===== config.mk =====
export PLATFORM = sky130hd
export DESIGN_NAME = dual_timer_counter_pair
export DESIGN_NICKNAME = d
export VERILOG_FILES = /design/src/rtl/timer_pkg.sv /design/src/rtl/pin_sampler.sv /design/src/rtl/prescale_tick.sv /design/src/rtl/dual_timer_counter_pair.sv
export SDC_FILE = /design/constraint.sdc
export NUM_CORES = 1
export LEC_CHECK = 0
export BUFFER_PORTS_ARGS = -buffer_cell sky130_fd_sc_hd__clkbuf_2
export CORE_MARGIN = 2
export CORE_UTILIZATION = 35
export CTS_CLUSTER_DIAMETER = 40
export DETAILED_ROUTE_END_ITERATION = 7
export GPL_ROUTABILITY_DRIVEN = 0
export PLACE_DENSITY = 0.66
export SYNTH_ARGS = -nofsm -noshare
export SYNTH_HDL_FRONTEND = slang
export SYNTH_SLANG_ARGS = --single-unit

===== constraint.sdc =====
create_clock -name ref_clk -period 3.9 [get_ports ref_clk]
set_clock_uncertainty 0.1 [all_clocks]
set_input_delay 0.195 -clock ref_clk [delete_from_list [all_inputs] [get_ports ref_clk]]
set_output_delay 0.195 -clock ref_clk [all_outputs]
set_load 0.05 [all_outputs]

===== src/rtl/timer_pkg.sv =====
/*
 Constants, register map and carrier types for the timer 0 / timer 1 pair.
 Assumes a single 25 MHz clock, synchronous active-high reset and an APB master with 32-bit data.
*/
package timer_pkg;
   localparam int ADDR_W = 12;
   localparam int DATA_W = 32;

   // Register indexes; the byte address is four times the index
   localparam logic [7:0] IDX_RUN_FLAG_CTRL       = 8'h88;
   localparam logic [7:0] IDX_MODE_SELECT         = 8'h89;
   localparam logic [7:0] IDX_T0_COUNT_LOW        = 8'h8a;
   localparam logic [7:0] IDX_T1_COUNT_LOW        = 8'h8b;
   localparam logic [7:0] IDX_T0_COUNT_HIGH       = 8'h8c;
   localparam logic [7:0] IDX_T1_COUNT_HIGH       = 8'h8d;
   localparam logic [7:0] IDX_PRESCALE_TOGGLE     = 8'hce;

   localparam logic [7:0] RESET_BYTE              = 8'h00;
   localparam logic [7:0] PRESCALE_TOGGLE_MASK    = 8'h0f;

   // Run/flag control fields
   localparam int T1_OVF_FLAG_POS = 7;
   localparam int T1_RUN_POS      = 6;
   localparam int T0_OVF_FLAG_POS = 5;
   localparam int T0_RUN_POS      = 4;
   // Mode select fields
   localparam int T1_GATE_POS     = 7;
   localparam int T1_CSEL_POS     = 6;
   localparam int T1_MODE_LSB     = 4;
   localparam int T0_GATE_POS     = 3;
   localparam int T0_CSEL_POS     = 2;
   localparam int T0_MODE_LSB     = 0;
   // Prescale / toggle fields
   localparam int T1_PRESCALE_POS = 3;
   localparam int T0_PRESCALE_POS = 2;
   localparam int T1_TOGGLE_POS   = 1;
   localparam int T0_TOGGLE_POS   = 0;

   localparam logic [1:0] MODE_13BIT   = 2'h0;
   localparam logic [1:0] MODE_16BIT   = 2'h1;
   localparam logic [1:0] MODE_RELOAD8 = 2'h2;
   localparam logic [1:0] MODE_SPLIT   = 2'h3;

   localparam int PRESCALE_DIV = 12;

   // Sampled pin indexes
   localparam int NUM_PINS = 4;
   localparam int PIN_T0   = 0;
   localparam int PIN_T1   = 1;
   localparam int PIN_INT0 = 2;
   localparam int PIN_INT1 = 3;

   typedef struct packed {
      logic              psel;
      logic              penable;
      logic              pwrite;
      logic [ADDR_W-1:0] paddr;
      logic [DATA_W-1:0] pwdata;
   } apb_req_t;

   typedef struct packed {
      logic [DATA_W-1:0] prdata;
      logic              pready;
      logic              pslverr;
   } apb_rsp_t;

   typedef struct packed {
      logic       ovf;
      logic [7:0] low;
      logic [7:0] high;
   } count_step_t;
endpackage : timer_pkg


===== src/rtl/pin_sampler.sv =====
/*
 Two-flop synchronisers with falling-edge detection for the count and gate pins.
 Assumes the pins are slow compared to the clock.
*/
`timescale 1ns/100ps
module pin_sampler #(
   parameter int WIDTH = 4
) (
   input  wire logic             ref_clk,
   input  wire logic             srst,
   input  wire logic [WIDTH-1:0] pin_raw,
   output      logic [WIDTH-1:0] pin_level,
   output      logic [WIDTH-1:0] pin_fall
);
   logic [WIDTH-1:0] meta;
   logic [WIDTH-1:0] prev;

   if (WIDTH < 1) begin : g_bad_width
      $error("pin_sampler needs at least one pin");
   end

   for (genvar i = 0; i < WIDTH; i++) begin : g_pin
      always_ff @(posedge ref_clk) begin
         if (srst) begin
            meta[i]      <= 1'b1;
            pin_level[i] <= 1'b1;
            prev[i]      <= 1'b1;
         end else begin
            meta[i]      <= pin_raw[i];
            pin_level[i] <= meta[i];
            prev[i]      <= pin_level[i];
         end
      end
      // Edge found from second and third samples only
      assign pin_fall[i] = prev[i] & ~pin_level[i];
   end
endmodule : pin_sampler


===== src/rtl/prescale_tick.sv =====
/*
 Free-running divider giving a one-cycle tick every DIV clocks.
 Assumes the single system clock.
*/
`timescale 1ns/100ps
module prescale_tick #(
   parameter int DIV = 12
) (
   input  wire logic ref_clk,
   input  wire logic srst,
   output      logic tick
);
   localparam int CW = $clog2(DIV);
   logic [CW-1:0] count;

   if (DIV < 2) begin : g_bad_div
      $error("prescale_tick needs DIV of at least 2");
   end

   always_ff @(posedge ref_clk) begin
      if (srst) begin
         count <= '0;
         tick  <= 1'b0;
      end else if (count == CW'(DIV - 1)) begin
         count <= '0;
         tick  <= 1'b1;
      end else begin
         count <= count + CW'(1);
         tick  <= 1'b0;
      end
   end
endmodule : prescale_tick


===== src/rtl/dual_timer_counter_pair.sv =====
/*
 Timer 0 and timer 1 with all four modes, gate, counter and prescale options,
 pin toggle on overflow and an APB register slave.
 Assumes count and gate pins are asynchronous inputs sampled here, and that the
 interrupt controller outside watches the overflow flags and request pulses.
*/
// Design decision made here: register access over APB.
`timescale 1ns/100ps
module dual_timer_counter_pair #(
   parameter int PRESCALE_DIV = timer_pkg::PRESCALE_DIV
) (
   input  wire logic                ref_clk,
   input  wire logic                srst,
   input  wire timer_pkg::apb_req_t apb_req,
   output      timer_pkg::apb_rsp_t apb_rsp,
   input  wire logic                timer0_pin_in,
   input  wire logic                timer1_pin_in,
   input  wire logic [1:0]          external_interrupt_pin,
   output      logic                timer0_pin_out,
   output      logic                timer0_pin_oe,
   output      logic                timer1_pin_out,
   output      logic                timer1_pin_oe,
   output      logic                timer1_pin_pullup_en,
   output      logic                timer0_overflow_flag,
   output      logic                timer1_overflow_flag,
   output      logic                timer0_sw_irq_pulse,
   output      logic                timer1_sw_irq_pulse,
   output      logic                timer1_baud_tick,
   output      logic [3:0]          ext_irq_ctrl
);
   if (PRESCALE_DIV < 2) begin : g_bad_div
      $error("PRESCALE_DIV must be at least 2");
   end

   // Register state
   logic [7:0] run_ctrl;
   logic [7:0] timer_mode_select;
   logic [7:0] timer0_count_low;
   logic [7:0] timer0_count_high;
   logic [7:0] timer1_count_low;
   logic [7:0] timer1_count_high;
   logic [7:0] timer_prescale_toggle_ctrl;

   // Pin sampling and clock sources
   logic [timer_pkg::NUM_PINS-1:0] pin_level;
   logic [timer_pkg::NUM_PINS-1:0] pin_fall;
   logic                           tick12;

   pin_sampler #(
      .WIDTH (timer_pkg::NUM_PINS)
   ) u_pins (
      .ref_clk   (ref_clk),
      .srst      (srst),
      .pin_raw   ({external_interrupt_pin[1], external_interrupt_pin[0], timer1_pin_in, timer0_pin_in}),
      .pin_level (pin_level),
      .pin_fall  (pin_fall)
   );

   prescale_tick #(
      .DIV (PRESCALE_DIV)
   ) u_prescale (
      .ref_clk (ref_clk),
      .srst    (srst),
      .tick    (tick12)
   );

   // One counting step for a timer in modes 0, 1, 2; split low byte uses default
   function automatic timer_pkg::count_step_t count_step(input logic [1:0] mode,
                                                         input logic [7:0] low,
                                                         input logic [7:0] high);
      timer_pkg::count_step_t r;
      logic [12:0]            c13;
      logic [15:0]            c16;
      r   = '{ovf: 1'b0, low: low, high: high};
      c13 = '0;
      c16 = '0;
      case (mode)
         timer_pkg::MODE_13BIT: begin
            c13    = {high, low[4:0]} + 13'h0001;
            r.low  = {low[7:5], c13[4:0]};
            r.high = c13[12:5];
            r.ovf  = &{high, low[4:0]};
         end
         timer_pkg::MODE_16BIT: begin
            c16    = {high, low} + 16'h0001;
            r.low  = c16[7:0];
            r.high = c16[15:8];
            r.ovf  = &{high, low};
         end
         timer_pkg::MODE_RELOAD8: begin
            r.ovf = &low;
            r.low = (&low) ? high : low + 8'h01;
         end
         default: begin
            r.ovf = &low;
            r.low = low + 8'h01;
         end
      endcase
      return r;
   endfunction : count_step

   // Control fields
   logic [1:0] mode0;
   logic [1:0] mode1;
   logic       split;
   logic       run0;
   logic       run1;
   logic       gate0;
   logic       gate1;
   logic       csel0;
   logic       csel1;
   logic       pre0;
   logic       pre1;
   logic       tog0;
   logic       tog1;

   assign mode0 = timer_mode_select[timer_pkg::T0_MODE_LSB +: 2];
   assign mode1 = timer_mode_select[timer_pkg::T1_MODE_LSB +: 2];
   assign split = (mode0 == timer_pkg::MODE_SPLIT);
   assign run0  = run_ctrl[timer_pkg::T0_RUN_POS];
   assign run1  = run_ctrl[timer_pkg::T1_RUN_POS];
   assign gate0 = timer_mode_select[timer_pkg::T0_GATE_POS];
   assign gate1 = timer_mode_select[timer_pkg::T1_GATE_POS];
   assign csel0 = timer_mode_select[timer_pkg::T0_CSEL_POS];
   assign csel1 = timer_mode_select[timer_pkg::T1_CSEL_POS];
   assign pre0  = timer_prescale_toggle_ctrl[timer_pkg::T0_PRESCALE_POS];
   assign pre1  = timer_prescale_toggle_ctrl[timer_pkg::T1_PRESCALE_POS];
   assign tog0  = timer_prescale_toggle_ctrl[timer_pkg::T0_TOGGLE_POS];
   assign tog1  = timer_prescale_toggle_ctrl[timer_pkg::T1_TOGGLE_POS];

   // Count enables
   logic clk_tick0;
   logic clk_tick1;
   logic src_tick0;
   logic src_tick1;
   logic gate_ok0;
   logic gate_ok1;
   logic inc_t0;
   logic inc_th0;
   logic inc_t1;

   assign clk_tick0 = pre0 | tick12;
   assign clk_tick1 = pre1 | tick12;
   assign src_tick0 = csel0 ? pin_fall[timer_pkg::PIN_T0] : clk_tick0;
   assign src_tick1 = csel1 ? pin_fall[timer_pkg::PIN_T1] : clk_tick1;
   assign gate_ok0  = ~gate0 | pin_level[timer_pkg::PIN_INT0];
   assign gate_ok1  = ~gate1 | pin_level[timer_pkg::PIN_INT1];

   // Timer 0 (whole, or its low byte in split mode) uses timer 0 controls
   assign inc_t0  = run0 & gate_ok0 & src_tick0;
   // Split high byte: timer 1 run bit, clock source only
   assign inc_th0 = split & run1 & clk_tick0;

   always_comb begin
      if (split) begin
         inc_t1 = (mode1 != timer_pkg::MODE_SPLIT) & clk_tick1;
      end else begin
         inc_t1 = (mode1 != timer_pkg::MODE_SPLIT) & run1 & gate_ok1 & src_tick1;
      end
   end

   timer_pkg::count_step_t step0;
   timer_pkg::count_step_t step1;
   logic                   ovf0;
   logic                   ovf_th0;
   logic                   ovf1;

   assign step0   = count_step(mode0, timer0_count_low, timer0_count_high);
   assign step1   = count_step(mode1, timer1_count_low, timer1_count_high);
   assign ovf0    = inc_t0 & step0.ovf;
   assign ovf_th0 = inc_th0 & (&timer0_count_high);
   assign ovf1    = inc_t1 & step1.ovf;

   // APB decode
   logic [7:0] req_idx;
   logic       setup;
   logic       wr_en;

   function automatic logic is_mapped(input logic [timer_pkg::ADDR_W-1:0] a);
      logic [7:0] i;
      i = a[9:2];
      return (a[1:0] == 2'h0) && (a[timer_pkg::ADDR_W-1:10] == '0) &&
             (((i >= timer_pkg::IDX_RUN_FLAG_CTRL) && (i <= timer_pkg::IDX_T1_COUNT_HIGH)) ||
              (i == timer_pkg::IDX_PRESCALE_TOGGLE));
   endfunction : is_mapped

   function automatic logic wr_hit(input logic we, input logic [7:0] idx, input logic [7:0] target);
      return we && (idx == target);
   endfunction : wr_hit

   assign req_idx = apb_req.paddr[9:2];
   assign setup   = apb_req.psel & ~apb_req.penable;
   assign wr_en   = apb_req.psel & apb_req.penable & apb_rsp.pready & apb_req.pwrite & is_mapped(apb_req.paddr);

   logic [7:0] read_byte;
   always_comb begin
      case (req_idx)
         timer_pkg::IDX_RUN_FLAG_CTRL:
            read_byte = {timer1_overflow_flag, run_ctrl[6], timer0_overflow_flag, run_ctrl[4:0]};
         timer_pkg::IDX_MODE_SELECT:     read_byte = timer_mode_select;
         timer_pkg::IDX_T0_COUNT_LOW:    read_byte = timer0_count_low;
         timer_pkg::IDX_T1_COUNT_LOW:    read_byte = timer1_count_low;
         timer_pkg::IDX_T0_COUNT_HIGH:   read_byte = timer0_count_high;
         timer_pkg::IDX_T1_COUNT_HIGH:   read_byte = timer1_count_high;
         timer_pkg::IDX_PRESCALE_TOGGLE: read_byte = timer_prescale_toggle_ctrl;
         default:                        read_byte = 8'h00;
      endcase
   end

   // Answer in the first access cycle; read data captured in the setup cycle
   always_ff @(posedge ref_clk) begin
      if (srst) begin
         apb_rsp <= '0;
      end else begin
         apb_rsp.pready  <= setup;
         apb_rsp.pslverr <= setup & ~is_mapped(apb_req.paddr);
         if (setup) begin
            apb_rsp.prdata <= is_mapped(apb_req.paddr) ? {24'h000000, read_byte} : '0;
         end
      end
   end

   // Control registers
   always_ff @(posedge ref_clk) begin
      if (srst) begin
         run_ctrl                   <= timer_pkg::RESET_BYTE;
         timer_mode_select          <= timer_pkg::RESET_BYTE;
         timer_prescale_toggle_ctrl <= timer_pkg::RESET_BYTE;
      end else begin
         if (wr_hit(wr_en, req_idx, timer_pkg::IDX_RUN_FLAG_CTRL)) begin
            run_ctrl <= apb_req.pwdata[7:0];
         end
         if (wr_hit(wr_en, req_idx, timer_pkg::IDX_MODE_SELECT)) begin
            timer_mode_select <= apb_req.pwdata[7:0];
         end
         if (wr_hit(wr_en, req_idx, timer_pkg::IDX_PRESCALE_TOGGLE)) begin
            timer_prescale_toggle_ctrl <= apb_req.pwdata[7:0] & timer_pkg::PRESCALE_TOGGLE_MASK;
         end
      end
   end

   assign ext_irq_ctrl = run_ctrl[3:0];

   // Overflow flags: hardware set wins over a software clear in the same cycle
   logic wr_flags;
   assign wr_flags = wr_hit(wr_en, req_idx, timer_pkg::IDX_RUN_FLAG_CTRL);

   always_ff @(posedge ref_clk) begin
      if (srst) begin
         timer0_overflow_flag <= 1'b0;
         timer1_overflow_flag <= 1'b0;
         timer0_sw_irq_pulse  <= 1'b0;
         timer1_sw_irq_pulse  <= 1'b0;
      end else begin
         if (ovf0) begin
            timer0_overflow_flag <= 1'b1;
         end else if (wr_flags) begin
            timer0_overflow_flag <= apb_req.pwdata[timer_pkg::T0_OVF_FLAG_POS];
         end
         if (ovf_th0 | (ovf1 & ~split)) begin
            timer1_overflow_flag <= 1'b1;
         end else if (wr_flags) begin
            timer1_overflow_flag <= apb_req.pwdata[timer_pkg::T1_OVF_FLAG_POS];
         end
         timer0_sw_irq_pulse <= wr_flags & apb_req.pwdata[timer_pkg::T0_OVF_FLAG_POS];
         timer1_sw_irq_pulse <= wr_flags & apb_req.pwdata[timer_pkg::T1_OVF_FLAG_POS];
      end
   end

   // Timer 0 count bytes; software write wins over counting
   always_ff @(posedge ref_clk) begin
      if (srst) begin
         timer0_count_low  <= timer_pkg::RESET_BYTE;
         timer0_count_high <= timer_pkg::RESET_BYTE;
      end else begin
         if (inc_t0) begin
            timer0_count_low <= step0.low;
            if (!split) begin
               timer0_count_high <= step0.high;
            end
         end
         if (inc_th0) begin
            timer0_count_high <= timer0_count_high + 8'h01;
         end
         if (wr_hit(wr_en, req_idx, timer_pkg::IDX_T0_COUNT_LOW)) begin
            timer0_count_low <= apb_req.pwdata[7:0];
         end
         if (wr_hit(wr_en, req_idx, timer_pkg::IDX_T0_COUNT_HIGH)) begin
            timer0_count_high <= apb_req.pwdata[7:0];
         end
      end
   end

   // Timer 1 count bytes
   always_ff @(posedge ref_clk) begin
      if (srst) begin
         timer1_count_low  <= timer_pkg::RESET_BYTE;
         timer1_count_high <= timer_pkg::RESET_BYTE;
      end else begin
         if (inc_t1) begin
            timer1_count_low  <= step1.low;
            timer1_count_high <= step1.high;
         end
         // Touching these while timer 1 is the baud clock disturbs the rate
         if (wr_hit(wr_en, req_idx, timer_pkg::IDX_T1_COUNT_LOW)) begin
            timer1_count_low <= apb_req.pwdata[7:0];
         end
         if (wr_hit(wr_en, req_idx, timer_pkg::IDX_T1_COUNT_HIGH)) begin
            timer1_count_high <= apb_req.pwdata[7:0];
         end
      end
   end

   // Pin toggle, output enables, pull-up and baud tick
   always_ff @(posedge ref_clk) begin
      if (srst) begin
         timer0_pin_out       <= 1'b0;
         timer1_pin_out       <= 1'b0;
         timer0_pin_oe        <= 1'b0;
         timer1_pin_oe        <= 1'b0;
         timer1_pin_pullup_en <= 1'b1;
         timer1_baud_tick     <= 1'b0;
      end else begin
         if (ovf0 & tog0 & ~csel0) begin
            timer0_pin_out <= ~timer0_pin_out;
         end
         if (ovf1 & tog1 & (~csel1 | split)) begin
            timer1_pin_out <= ~timer1_pin_out;
         end
         timer0_pin_oe        <= tog0;
         timer1_pin_oe        <= tog1;
         timer1_pin_pullup_en <= ~split;
         timer1_baud_tick     <= ovf1;
      end
   end
endmodule : dual_timer_counter_pair


==> summary.txt <==
Placement
  • Post-DP HPWL: 10000 um
  • Number of I/O port buffers: 52
  • Pre-CTS setup slack: 1.19 ns
  • DP Area: 5120 sq um

Clock network
  • Reg clk slew, reported paths: 0.06 ns
  • # Post-CTS Setup Buffers: 0
  • Post-CTS resize count: 0
  • CTS tree: yes
  • Clk sinks: 85
  • # H-tree levels: 3
  • Num CTS Buffers: 9
  • CTS root buf: clkbuf_16
  • Deepest clock path buffer count: 2
  • Clk Latency, worst-skew pair: 0.35 ns
  • Hold_buf cts: 5

Timing
  • Period minus WS final: 2.81 ns
  • Fin crit share: 72.0%
  • Unrepaired setup endpoints after global routing: no
  • Final Hold Fails: 0
  • Measured slew at the worst slew-check pin: 1.03 ns
  • Final setup margin: 1.09 ns
  • Slew Viols, Final: 0
  • Rel. slew slack: 31.6%
  • Setup TNS: 0 ns
  • Max Fclk: 0.356 GHz
  • Setup violators final: 0

Die
  • Die height: 122 um
  • Die footprint: 14900 sq um
  • Die Wd: 122 um
  • # IOs: 101
  • Starting density of the core: 35.5%
  • Rows: 43
  • Core ar.: 13700 sq um

Hold path
  • Hold crit path type: input port to flip-flop
  • Worst hold stages: 2

Global routing
  • First-pass GRT wire length: 22400 um
  • GRT overflow: 0
  • Antenna violations before repair: 0
  • GRT Overall Usage: 19.5%
  • Largest net degree at the start of global routing: 53
  • Number of global-route vias before repair: 4232

Synth
  • Synth warn: 0
  • Post-synthesis sequential element count: 85
  • Post-synth EDFFs: 0
  • Post-synthesis cell count: 594
  • Synth top area cells: dfxtp_1 (35%), nand2_1 (5.3%), mux2i_1 (4.7%), buf_4 (4.6%), a21oi_1 (4.5%)
  • Post-synth ARST share: 0%
  • Post-synthesis sequential area ratio: 35.0%
  • Mean Syn Cell Area: 8.20 sq um
  • Ys flop type: dfxtp_1
  • Yosys top cell by area: dfxtp_1
  • Syn Std Cell Area: 4870 sq um
  • Synth cell types: 67
  • Post-synth top area share: 35.0%

Detailed routing
  • Routed wire per std cell: 17.3 um
  • Vias: 4535
  • Drc violations: 0
  • Total wire length: 14000 um
  • Drt first pass iters: 5
  • Initial DRC count: 458
  • Antenna Nets Post-Route: 0
  • Avg Vias per Cell: 5.58

Setup path
  • CP startpoint kind: flip-flop
  • Critical path, cell by cell: a21boi_1 -> mux2_4 -> a211oi_2 -> nor3b_1 -> nand2_1 -> a21oi_1
  • Worst setup path end: timer1_overflow_flag
  • R2R Setup Slk: 1.09 ns
  • CP Max Fanout: 15
  • WP data arrival: 2.97 ns
  • CP Class: flip-flop to flip-flop
  • Worst path slowest cell: dfxtp_1
  • CP required: 4.06 ns
  • Worst R2R End: timer1_overflow_flag
  • Worst Reg-to-Reg Cells: 6
  • Crit. End Element: flip-flop
  • Crit-path max cell delay: 0.69 ns
  • Worst r2r src: timer_mode_select[0]
  • Critical path origin: timer_mode_select[0]

Cells and area
  • Final nets: 685
  • Post-layout util: 40.0%
  • Multi-input logic area: 2890 sq um
  • Layout cells sized above 1: 15.8%
  • Register area: 1700 sq um
  • N_diodes: 0
  • Post-route cell area: 5480 sq um
  • Fillers: 1379
  • Area Growth Syn to Fin: 12.6%

Run
  • Max-Cap Viols: 0

Status
  • Status: complete, no violations

Power and ir drop
  • Power density over cell area: 351 nW/um^2
  • Maximum vdd drop: 0.000217 V
  • Leakage: 0.00195 uW
cell usage after synthesis (all sizes together) (9+ instances only):
| library cell | n |
|---|---|
| xor2 | 13 |
| o211ai | 9 |
| nand2 | 69 |
| nor2b | 12 |
| a211oi | 18 |
| nor2 | 53 |
| nand3 | 23 |
| mux2i | 23 |
| buf | 39 |
| nand2b | 11 |
| dfxtp | 85 |
| a21oi | 44 |
| or2 | 12 |
| nor3 | 12 |
| o21ai | 23 |
| clkbuf | 21 |
power by group:
part	switching (uW)	internal, uW	leakage, uW
clock	387	512	0.000151
sequential	3.63	875	0.000688
combinational	114	32.1	0.00111
final cells by class:
class                      instances  share of cell area [%]
clock inverter                     7                    1.67
tap                              180                    4.11
timing repair buffer              60                    6.07
multi-input combinational        466                    52.6
inverter                           6                   0.411
sequential                        85                    31.0
clock buffer                       9                    4.11
metal layers:
| metal | track usage, % | part of all wire (%) | vias up |
|---|---|---|---|
| met4 | 8.48 | 2.4 | 0 |
| met1 | 26.7 | 45 | 2173 |
| met5 | 0 | 0 | - |
| met3 | 4.07 | 6.5 | 26 |
| met2 | 29.7 | 46 | 169 |
| li1 | - | - | 2167 |
logic make-up after synthesis:
logic type      after synthesis  share of synthesized area [%]
compound gates              145                           20.6
xor+xnor                     21                           3.78
fa+ha+maj                     4                           1.03
buf+inv                      66                           7.56
flops                        85                           35.0
mux                          26                           5.50
other cells                   1                         0.0770
simple gates                246                           26.5
metrics by stage:
step	std cells	hold WS (ns)	total power, uW
5_1_grt	813	0.0556	1990
3_3_place_gp	792	0.280	1040
2_1_floorplan	617	0.199	1020
3_5_place_dp	792	0.281	1040
4_1_cts	813	0.0527	1940
6_report	813	0.0614	1920
worst max-delay path: cells and delay by family (launching register included):
| family | cells | cell delay [ns] |
|---|---|---|
| DFF | 1 | 0.69 |
| muxes | 1 | 0.38 |
| and+or+nand+nor | 2 | 0.61 |
| AOI/OAI and AO/OA | 3 | 0.93 |
worst min-delay path by stage:
stage | start | endpoint
finish | apb_req[46] | apb_rsp[1]
CTS | apb_req[46] | apb_rsp[1]
floorplan | timer0_pin_in | u_pins.meta[0]
detailed placement | external_interrupt_pin[0] | u_pins.meta[2]
global placement | external_interrupt_pin[1] | u_pins.meta[3]
global route | apb_req[46] | apb_rsp[1]
registers in the layout, indices dropped and copies added (netlist names), 2 cells and up:
signal	count
apb_rsp	10
run_ctrl	6
timer0_count_high	8
timer0_count_low	8
timer1_count_high	8
timer1_count_low	8
timer_mode_select	8
timer_prescale_toggle_ctrl	4
u_pins.meta	4
u_pins.pin_level	4
u_pins.prev	2
u_prescale.count	4
layout by cell type, fill, tap and decap left out, types with 9 or more instances in the layout:
master     instances
nor2b_1           12
clkbuf_16          9
nor2_1            52
o21ai_0           21
nand2_1           69
mux2i_1           23
nor3_1             9
nand2b_1          10
nand3_1           23
o211ai_1           9
a21oi_1           44
a211oi_1          15
dfxtp_1           85
clkbuf_2          52
or2_2             11
xor2_1            13
conb_1            24
No activity file was read; power rests on OpenSTA's default activity.
